File: src/logic/eagc_pkg.sv
// Purpose: constants, register map and carrier types for the energy accumulation / gain configuration block
// Assumes: 8-bit register port, one 25 MHz clock
// Notes:   offsets are byte addresses on the plain register port
package eagc_pkg;

  // ****************************************************************
  // register map
  // ****************************************************************
  localparam logic [7:0] ADDR_ACC_MODE  = 8'h0f;
  localparam logic [7:0] ADDR_GAIN      = 8'h1b;
  localparam logic [7:0] ADDR_ZX_CTRL   = 8'h2b;
  localparam logic [7:0] ADDR_CAL_CTRL  = 8'h3d;
  localparam logic [7:0] ADDR_IRQ_MASK  = 8'hd9;
  localparam logic [7:0] ADDR_IRQ_STAT  = 8'hdc;

  localparam logic [7:0] RST_ACC_MODE   = 8'h00;
  localparam logic [7:0] RST_GAIN       = 8'h00;
  localparam logic [7:0] RST_ZX_CTRL    = 8'h00;
  localparam logic [7:0] RST_CAL_CTRL   = 8'h00;
  localparam logic [2:0] RST_IRQ        = 3'h0;

  // ****************************************************************
  // field positions
  // ****************************************************************
  // accumulation mode
  localparam int TAMPER_CURRENT_INPUT_IND   = 7;
  localparam int FAULT_EVENT_SELECT         = 6;
  localparam int REACTIVE_SIGN_EVENT_SELECT = 5;
  localparam int ACTIVE_SIGN_EVENT_SELECT   = 4;
  localparam int REACTIVE_ABSOLUTE_MODE     = 3;
  localparam int REACTIVE_SIGNED_BY_ACTIVE  = 2;
  localparam int ACTIVE_POSITIVE_ONLY       = 1;
  localparam int ACTIVE_ABSOLUTE_MODE       = 0;
  // channel gain
  localparam int VOLTAGE_GAIN_HI            = 7;
  localparam int VOLTAGE_GAIN_LO            = 5;
  localparam int SIGN_DETECTION_SOURCE      = 3;
  localparam int CURRENT_GAIN_HI            = 2;
  localparam int CURRENT_GAIN_LO            = 0;
  localparam logic [7:0] GAIN_WR_MASK       = 8'hef;
  // zero-cross output control
  localparam int ZERO_CROSS_OUT_ENABLE_A    = 1;
  localparam int ZERO_CROSS_OUT_ENABLE_B    = 0;
  localparam logic [7:0] ZX_WR_MASK         = 8'h03;
  // calibration channel control
  localparam int CURRENT_INPUT_SELECT_HI    = 5;
  localparam int CURRENT_INPUT_SELECT_LO    = 4;
  localparam int VOLTAGE_INPUT_SHORT        = 3;
  localparam int CURRENT_INPUT_SHORT        = 2;
  // interrupt status / mask
  localparam int IRQ_SUMMARY                = 7;
  localparam int IRQ_FAULT                  = 5;
  localparam int IRQ_REACTIVE_SIGN          = 4;
  localparam int IRQ_ACTIVE_SIGN            = 3;
  localparam int IRQ_LO                     = 3;

  // current input select codes
  localparam logic [1:0] SEL_FORCE_A        = 2'h1;
  localparam logic [1:0] SEL_FORCE_B        = 2'h2;
  // largest gain code (x16)
  localparam logic [2:0] GAIN_CODE_MAX      = 3'h4;

  localparam int PWR_W = 24;

  // ****************************************************************
  // carrier types
  // ****************************************************************
  typedef struct packed {
    logic [7:0] addr;
    logic [7:0] wdata;
    logic       wr;
    logic       rd;
  } eagc_bus_req_t;

  typedef struct packed {
    logic                    vld;
    logic signed [PWR_W-1:0] act;
    logic signed [PWR_W-1:0] rea;
  } eagc_power_t;

endpackage : eagc_pkg

File: src/logic/eagc_core.sv
// Purpose: accumulation mode, gain, zero-cross output and channel control registers of a meter front end
// Assumes: power samples, pulse strobes, fault and tamper levels come from logic on clk_sys
// Notes:   configuration written by software, except the interrupt mask, is applied at the next measurement update
//
// Strobed register access was left to the implementer.
`timescale 1ns/1ps
module eagc_core
  import eagc_pkg::*;
(
  input  wire logic                       clk_sys,
  input  wire logic                       rst_n,
  input  wire eagc_pkg::eagc_bus_req_t    bus_req,
  output logic [7:0]                      bus_rdata,
  input  wire logic                       meas_update,
  input  wire eagc_pkg::eagc_power_t      power_in,
  input  wire logic                       act_pulse,
  input  wire logic                       rea_pulse,
  input  wire logic                       fault_mode,
  input  wire logic                       tamper_use_b,
  input  wire logic                       zero_cross,
  output eagc_pkg::eagc_power_t           accum_out,
  output logic [2:0]                      voltage_gain_shift,
  output logic [2:0]                      current_gain_shift,
  output logic                            current_input_b_sel,
  output logic                            voltage_input_short,
  output logic                            current_input_short,
  output logic                            zx_line_a_out,
  output logic                            zx_line_a_oe,
  output logic                            zx_line_b_out,
  output logic                            zx_line_b_oe,
  output logic                            irq
);

  import eagc_pkg::*;

  // ****************************************************************
  // functions
  // ****************************************************************
  // magnitude; most negative value wraps, one lsb in 2^23 is harmless here
  function automatic logic signed [PWR_W-1:0] mag(input logic signed [PWR_W-1:0] v);
    mag = v[PWR_W-1] ? -v : v;
  endfunction : mag

  // gain code to shift; reserved codes clamp to the largest gain
  function automatic logic [2:0] gain_shift(input logic [2:0] code);
    gain_shift = (code > GAIN_CODE_MAX) ? GAIN_CODE_MAX : code;
  endfunction : gain_shift

  // ****************************************************************
  // software copies and applied copies
  // ****************************************************************
  logic [7:0]              acc_mode_ff;
  logic [7:0]              gain_ff;
  logic [7:0]              zx_ctrl_ff;
  logic [7:0]              cal_ctrl_ff;
  logic [7:0]              acc_mode_act_ff;
  logic [7:0]              gain_act_ff;
  logic [7:0]              zx_ctrl_act_ff;
  logic [7:0]              cal_ctrl_act_ff;
  logic [2:0]              irq_stat_ff;
  logic [2:0]              irq_mask_ff;
  logic [2:0]              nxt_irq_stat;
  logic [7:0]              rdata_ff;
  logic                    chan_b_ff;
  logic                    act_neg_ff;
  logic                    rea_neg_ff;
  logic                    act_seen_ff;
  logic                    rea_seen_ff;
  logic                    fault_ff;
  logic                    act_src_vld;
  logic                    rea_src_vld;
  logic                    act_now_neg;
  logic                    rea_now_neg;
  logic                    act_evt;
  logic                    rea_evt;
  logic                    fault_evt;
  logic signed [PWR_W-1:0] nxt_act;
  logic signed [PWR_W-1:0] nxt_rea;
  eagc_power_t             accum_ff;

  wire wr_acc  = bus_req.wr && (bus_req.addr == ADDR_ACC_MODE);
  wire wr_gain = bus_req.wr && (bus_req.addr == ADDR_GAIN);
  wire wr_zx   = bus_req.wr && (bus_req.addr == ADDR_ZX_CTRL);
  wire wr_cal  = bus_req.wr && (bus_req.addr == ADDR_CAL_CTRL);
  wire wr_mask = bus_req.wr && (bus_req.addr == ADDR_IRQ_MASK);
  wire wr_stat = bus_req.wr && (bus_req.addr == ADDR_IRQ_STAT);

  // ****************************************************************
  // register writes
  // ****************************************************************
  // bit 7 of accumulation mode is status, so it is never stored
  always_ff @(posedge clk_sys) begin
    if (!rst_n) begin
      acc_mode_ff <= RST_ACC_MODE;
      gain_ff     <= RST_GAIN;
      zx_ctrl_ff  <= RST_ZX_CTRL;
      cal_ctrl_ff <= RST_CAL_CTRL;
      irq_mask_ff <= RST_IRQ;
    end else begin
      if (wr_acc)
        acc_mode_ff <= {1'b0, bus_req.wdata[6:0]};
      if (wr_gain)
        gain_ff <= bus_req.wdata & GAIN_WR_MASK;
      if (wr_zx)
        zx_ctrl_ff <= bus_req.wdata & ZX_WR_MASK;
      // stored as written; nonzero reserved bits are the writer's fault
      if (wr_cal)
        cal_ctrl_ff <= bus_req.wdata;
      if (wr_mask)
        irq_mask_ff <= bus_req.wdata[IRQ_FAULT:IRQ_LO];
    end
  end

  // applied copies change only on a measurement update, never mid-sample
  always_ff @(posedge clk_sys) begin
    if (!rst_n) begin
      acc_mode_act_ff <= RST_ACC_MODE;
      gain_act_ff     <= RST_GAIN;
      zx_ctrl_act_ff  <= RST_ZX_CTRL;
      cal_ctrl_act_ff <= RST_CAL_CTRL;
    end else if (meas_update) begin
      acc_mode_act_ff <= acc_mode_ff;
      gain_act_ff     <= gain_ff;
      zx_ctrl_act_ff  <= zx_ctrl_ff;
      cal_ctrl_act_ff <= cal_ctrl_ff;
    end
  end

  // ****************************************************************
  // channel selection and gain
  // ****************************************************************
  wire [1:0] sel_code = cal_ctrl_act_ff[CURRENT_INPUT_SELECT_HI:CURRENT_INPUT_SELECT_LO];

  // forced codes override tamper; 00 and 11 follow the tamper decision
  always_ff @(posedge clk_sys) begin
    if (!rst_n)
      chan_b_ff <= 1'b0;
    else if (sel_code == SEL_FORCE_A)
      chan_b_ff <= 1'b0;
    else if (sel_code == SEL_FORCE_B)
      chan_b_ff <= 1'b1;
    else
      chan_b_ff <= tamper_use_b;
  end

  assign current_input_b_sel = chan_b_ff;
  assign voltage_input_short = cal_ctrl_act_ff[VOLTAGE_INPUT_SHORT];
  assign current_input_short = cal_ctrl_act_ff[CURRENT_INPUT_SHORT];
  assign voltage_gain_shift  = gain_shift(gain_act_ff[VOLTAGE_GAIN_HI:VOLTAGE_GAIN_LO]);
  assign current_gain_shift  = gain_shift(gain_act_ff[CURRENT_GAIN_HI:CURRENT_GAIN_LO]);

  // ****************************************************************
  // zero-cross port lines
  // ****************************************************************
  assign zx_line_a_out = zero_cross;
  assign zx_line_a_oe  = zx_ctrl_act_ff[ZERO_CROSS_OUT_ENABLE_A];
  assign zx_line_b_out = zero_cross;
  assign zx_line_b_oe  = zx_ctrl_act_ff[ZERO_CROSS_OUT_ENABLE_B];

  // ****************************************************************
  // accumulation modes
  // ****************************************************************
  // absolute wins over positive-only and signed-by-active when both are set
  always_comb begin
    nxt_act = power_in.act;
    if (acc_mode_act_ff[ACTIVE_ABSOLUTE_MODE])
      nxt_act = mag(power_in.act);
    else if (acc_mode_act_ff[ACTIVE_POSITIVE_ONLY] && power_in.act[PWR_W-1])
      nxt_act = '0;
    nxt_rea = power_in.rea;
    if (acc_mode_act_ff[REACTIVE_ABSOLUTE_MODE])
      nxt_rea = mag(power_in.rea);
    else if (acc_mode_act_ff[REACTIVE_SIGNED_BY_ACTIVE] && power_in.act[PWR_W-1])
      nxt_rea = -power_in.rea;
  end

  // one registered sample per input sample, for the energy and pulse paths
  always_ff @(posedge clk_sys) begin
    if (!rst_n)
      accum_ff <= '0;
    else begin
      accum_ff.vld <= power_in.vld;
      if (power_in.vld) begin
        accum_ff.act <= nxt_act;
        accum_ff.rea <= nxt_rea;
      end
    end
  end

  assign accum_out = accum_ff;

  // ****************************************************************
  // sign and fault event detection
  // ****************************************************************
  // source picks filtered samples or the instants of each frequency pulse
  assign act_src_vld = gain_act_ff[SIGN_DETECTION_SOURCE] ? act_pulse : power_in.vld;
  assign rea_src_vld = gain_act_ff[SIGN_DETECTION_SOURCE] ? rea_pulse : power_in.vld;
  assign act_now_neg = power_in.act[PWR_W-1];
  assign rea_now_neg = power_in.rea[PWR_W-1];

  // first sample after reset only primes the history, so no false event
  assign act_evt = act_src_vld && act_seen_ff && (act_neg_ff != act_now_neg) &&
                   (act_now_neg != acc_mode_act_ff[ACTIVE_SIGN_EVENT_SELECT]);
  assign rea_evt = rea_src_vld && rea_seen_ff && (rea_neg_ff != rea_now_neg) &&
                   (rea_now_neg != acc_mode_act_ff[REACTIVE_SIGN_EVENT_SELECT]);
  assign fault_evt = (fault_ff != fault_mode) &&
                     (fault_mode != acc_mode_act_ff[FAULT_EVENT_SELECT]);

  // sign history
  always_ff @(posedge clk_sys) begin
    if (!rst_n) begin
      act_neg_ff  <= 1'b0;
      rea_neg_ff  <= 1'b0;
      act_seen_ff <= 1'b0;
      rea_seen_ff <= 1'b0;
      fault_ff    <= 1'b0;
    end else begin
      if (act_src_vld) begin
        act_neg_ff  <= act_now_neg;
        act_seen_ff <= 1'b1;
      end
      if (rea_src_vld) begin
        rea_neg_ff  <= rea_now_neg;
        rea_seen_ff <= 1'b1;
      end
      fault_ff <= fault_mode;
    end
  end

  // ****************************************************************
  // interrupt status, mask and output
  // ****************************************************************
  // write one clears, but an event in the same cycle keeps its flag
  always_comb begin
    nxt_irq_stat = irq_stat_ff;
    if (wr_stat)
      nxt_irq_stat = irq_stat_ff & ~bus_req.wdata[IRQ_FAULT:IRQ_LO];
    nxt_irq_stat = nxt_irq_stat | {fault_evt, rea_evt, act_evt};
  end

  always_ff @(posedge clk_sys) begin
    if (!rst_n)
      irq_stat_ff <= RST_IRQ;
    else
      irq_stat_ff <= nxt_irq_stat;
  end

  assign irq = |(irq_stat_ff & irq_mask_ff);

  // ****************************************************************
  // read port
  // ****************************************************************
  // data stand one cycle after the read strobe and read zero otherwise
  always_ff @(posedge clk_sys) begin
    if (!rst_n)
      rdata_ff <= 8'h00;
    else if (!bus_req.rd)
      rdata_ff <= 8'h00;
    else begin
      case (bus_req.addr)
        ADDR_ACC_MODE: rdata_ff <= {chan_b_ff, acc_mode_ff[6:0]};
        ADDR_GAIN:     rdata_ff <= gain_ff;
        ADDR_ZX_CTRL:  rdata_ff <= zx_ctrl_ff;
        ADDR_CAL_CTRL: rdata_ff <= cal_ctrl_ff;
        ADDR_IRQ_MASK: rdata_ff <= {2'h0, irq_mask_ff, 3'h0};
        ADDR_IRQ_STAT: rdata_ff <= {irq, 1'b0, irq_stat_ff, 3'h0};
        default:       rdata_ff <= 8'h00;
      endcase
    end
  end

  assign bus_rdata = rdata_ff;

endmodule : eagc_core

File: config.mk
export PLATFORM = sky130hd
export DESIGN_NAME = eagc_core
export DESIGN_NICKNAME = d
export VERILOG_FILES = /design/src/logic/eagc_pkg.sv /design/src/logic/eagc_core.sv
export SDC_FILE = /design/constraint.sdc
export NUM_CORES = 1
export LEC_CHECK = 0
export ABC_AREA = 1
export BUFFER_PORTS_ARGS = -buffer_cell sky130_fd_sc_hd__buf_2
export CORE_AREA = 4 4 114 116
export CTS_CLUSTER_DIAMETER = 80
export DETAILED_ROUTE_END_ITERATION = 8
export DIE_AREA = 0 0 118 120
export GPL_TIMING_DRIVEN = 0
export PLACE_DENSITY_LB_ADDON = 0.1
export SKIP_LAST_GASP = 1
export SLEW_MARGIN = 20
export SYNTH_ARGS = -nofsm -noshare
export SYNTH_HDL_FRONTEND = slang
export SYNTH_SLANG_ARGS = --single-unit
File: constraint.sdc
create_clock -name clk_sys -period 1.5 [get_ports clk_sys]
set_input_delay 0.15 -clock clk_sys [delete_from_list [all_inputs] [get_ports clk_sys]]
set_output_delay 0.15 -clock clk_sys [all_outputs]
set_load 0.01 [all_outputs]
==> key figures <==
Status
  • Run status: finished clean

STA
  • Final critical delay including setup and external delays: 1.412 ns
  • Transition time of the tightest slew-check pin: 0.6320 ns
  • Setup repair after global routing missed its margin: true
  • Final total negative setup slack: 0 ns
  • Max Clock Freq: 0.7080 GHz
  • Clock Skew: 0.005472 ns
  • Final-layout worst hold slack: 0.01594 ns
  • Final count of negative-setup-slack endpoints: 0
  • Final worst-path cycle share: 0.9416
  • Number of failing hold endpoints at the final stage: 0
  • Remaining max-slew budget at the tightest pin: 0.5787
  • Max-slew violation count: 0

Pwr
  • Largest voltage drop on the vdd net: 875.4 uV
  • Leak: 3.331 nW
  • Pwr/cell area: 1200 nW/um^2

Setup path
  • Critical Path Fanout Max: 5
  • Longest individual stage delay on the worst path: 0.33 ns
  • Worst-path cell with the longest stage delay: sky130_fd_sc_hd__dfxtp_1
  • Crit Path Class: reg2reg
  • Endpoint kind of the worst setup timing path: flop
  • List of cells traversed by the critical path: inv_1 > nand2_2 > nor2_4 > clkinvlp_4 > buf_4 > buf_4 > buf_4 > nand2_1 > a21oi_1
  • Data required, critical path: 1.78 ns
  • Kind of cell adding the most delay to the critical path: buffers and inverters
  • Worst path arrival time: 1.70 ns
  • Combined buffer and inverter count along the critical path: 5
  • Most Frequent Cell on Critical Path: sky130_fd_sc_hd__buf_4
  • Startpoint type of the worst setup path: flop

Synth
  • Synth Cell Area: 5693 sq um
  • Register area share after synthesis: 0.3974
  • Gate Count Post-Synth: 841
  • Synthesized area per cell: 6.769 sq um
  • Net Count, Synth: 919
  • Synth warn: 0
  • Flops & latches, synth: 113
  • Number of unique standard cell types used by synthesis: 35

Floorplan
  • Area of the placeable core: 11,910 sq um
  • Initial cell density of the core: 0.4779
  • Die Width: 118 um
  • Die height: 120 um
  • Total I/O pin count: 146
  • Die Footprint: 14,160 sq um
  • Number of placement rows: 40

Global route
  • Pin count of the biggest net entering global routing: 17
  • Initial antenna violation count: 1
  • Global routing usage summed across all routing layers: 0.2466
  • Number of global-route vias before repair: 5,729
  • Wire length of the first global-routing pass: 28,270 um
  • Gr ovfl total: 0

Drt
  • Vias per cell: 5.279
  • Initial drt markers: 508
  • WL final: 17,630 um
  • Vias: 6,177
  • Router iterations before antenna repair: 5
  • Routed length per instance: 15.07 um
  • DR DRC count: 0
  • Post-DRT Antenna Nets: 0

Finish
  • Post-layout utilization of the core: 0.6210
  • Ratio of cells with drive above 1 in the final layout: 0.2309
  • Area growth, synth to finish: 29.93%
  • NumNets Final: 1,088

Placed design
  • Port Buffer Count: 142
  • Estimated wirelength of the detail-placed design: 13,170 um
  • Placer's final routability congestion estimate: 0.9080

CTS
  • CTS tree: yes
  • Clock Tree Root: sky130_fd_sc_hd__clkbuf_16
  • Depth of the CTS H-tree: 4
  • CTS buffer count: 17
  • Clock-pin slew reported for the worst setup and hold paths after clock tree synthesis: 0.05 ns
  • Worst-skew pair later-pin latency: 0.41 ns
  • Clk sink count: 113
  • Number of buffers on the longest clock path: 2

Min path
  • Path type of the worst min-delay path: in2reg

Run
  • Maxcap violations: 0
==> synth_stat cells (all sizes together) <==
library cell  count  area (sq um)
nand2           157         609.3
dfxtp           113          2262
o21ai           107         546.8
inv             105         396.6
a21oi           100         500.5
nor2             93         395.4
nand3            61         330.3
clkbuf           24         90.09
buf              16         96.34
nor3             13         80.08
o211ai           13         97.59
o22ai             9         56.30
nand4             7         43.79
a31oi             6         37.54
o221ai            6         52.55
ha                3         37.54
a21boi            2         15.01
o311ai            2         17.52
and3              1         6.260
nand3b            1         7.510
o21a              1         7.510
or2               1         6.260
==> worst paths after layout <==
path	slack (ns)	cells past startpoint	startpoint	end
hold reg to reg	0.44	1	cal_ctrl_act_ff[4]$_SDFFE_PN0P_	current_input_b_sel$_SDFF_PP0_
setup / recovery	0.09	9	acc_mode_act_ff[0]$_SDFFE_PN0P_	accum_out[24]$_SDFFE_PN0P_
setup reg to reg	0.09	9	acc_mode_act_ff[0]$_SDFFE_PN0P_	accum_out[24]$_SDFFE_PN0P_
hold / removal	0.02	3	power_in[16]	accum_out[16]$_SDFFE_PN0P_
==> per-stage QoR <==
stage / setup slack, ns / cell area (sq um) / total power [mW] / std cells
global route: -0.06724 / 7397 / 9.191 / 1170
CTS: 0.005565 / 7293 / 8.891 / 1164
floorplan: 0.04002 / 5693 / 3.848 / 841
global placement: -0.3226 / 6588 / 4.275 / 1130
finish: 0.08763 / 7397 / 8.879 / 1170
detailed placement: -0.3451 / 6588 / 4.283 / 1130
==> repair_timing <==
| action | 4_1_cts | 5_1_grt |
|---|---|---|
| setup buffers | 0 | 7 |
| gates resized for setup | 0 | 19 |
| hold endpoints to repair | 3 | 0 |
| hold buffers | 3 | 0 |
| setup endpoints to repair | 0 | 34 |
==> per-layer routing <==
| layer | routed length [um] | up-vias | track usage |
|---|---|---|---|
| met5 | 0 | - | 0 |
| met4 | 405 | 0 | 0.09744 |
| met3 | 1224 | 31 | 0.06126 |
| met2 | 8340 | 220 | 0.4125 |
| met1 | 7659 | 2787 | 0.3058 |
| li1 | - | 3139 | - |
==> cells in the final DEF, fill, tap and decap left out, types with 7 or more instances in the layout <==
cell type / n
sky130_fd_sc_hd__nand3_1: 55
sky130_fd_sc_hd__inv_1: 94
sky130_fd_sc_hd__inv_2: 9
sky130_fd_sc_hd__nand2_2: 8
sky130_fd_sc_hd__buf_4: 9
sky130_fd_sc_hd__o22ai_1: 9
sky130_fd_sc_hd__dfxtp_1: 112
sky130_fd_sc_hd__a21oi_1: 99
sky130_fd_sc_hd__nor3_1: 10
sky130_fd_sc_hd__clkbuf_1: 24
sky130_fd_sc_hd__o21ai_1: 12
sky130_fd_sc_hd__buf_2: 148
sky130_fd_sc_hd__nand4_1: 7
sky130_fd_sc_hd__nand2_1: 148
sky130_fd_sc_hd__clkbuf_16: 17
sky130_fd_sc_hd__o211ai_1: 13
sky130_fd_sc_hd__nor2_1: 80
sky130_fd_sc_hd__o21ai_0: 94
==> worst min-delay path, stage by stage <==
cell	delay [ns]
sky130_fd_sc_hd__buf_2	0.11
sky130_fd_sc_hd__nand2_1	0.06
sky130_fd_sc_hd__a31oi_1	0.07
==> cell families (layout without fill, tap and decap cells) <==
kind of cell    Yosys count  after routing  share of synthesized area
buf+inv                 145            326                     0.1024
flops                   113            113                     0.3974
other cells               0              1                          0
fa+ha+maj                 3              3                   0.006594
simple gates            334            334                     0.2598
compound gates          246            246                     0.2338
==> sequential cells by signal (all words and copies together) (netlist names) <==
name                 count
act_neg_ff               1
act_seen_ff              1
irq_mask_ff              3
rea_neg_ff               1
rea_seen_ff              1
accum_out               49
gain_act_ff              7
cal_ctrl_ff              8
acc_mode_ff              7
bus_rdata                8
cal_ctrl_act_ff          4
gain_ff                  7
current_input_b_sel      1
acc_mode_act_ff          7
zx_ctrl_act_ff           2
fault_ff                 1
irq_stat_ff              3
zx_ctrl_ff               2
==> cell type report <==
class	count	area, sq um
Multi-Input combinational cell	583	2902
Clock buffer	21	470.5
Antenna cell	1	2.502
Timing Repair Buffer	151	785.8
Clock inverter	10	205.2
Buffer	39	183.9
Fill cell	1154	4514
Sequential cell	113	2263
Tap cell	147	183.9
Inverter	105	400.4
==> power by group <==
part | total, mW | internal [mW] | leakage [nW] | switching, mW
clock | 4.62 | 3.23 | 0.325 | 1.39
sequential | 3.22 | 3.15 | 0.927 | 0.0750
combinational | 1.04 | 0.385 | 2.08 | 0.653
total | 8.88 | 6.76 | 3.33 | 2.12
No activity file was read; power rests on OpenSTA's default activity.
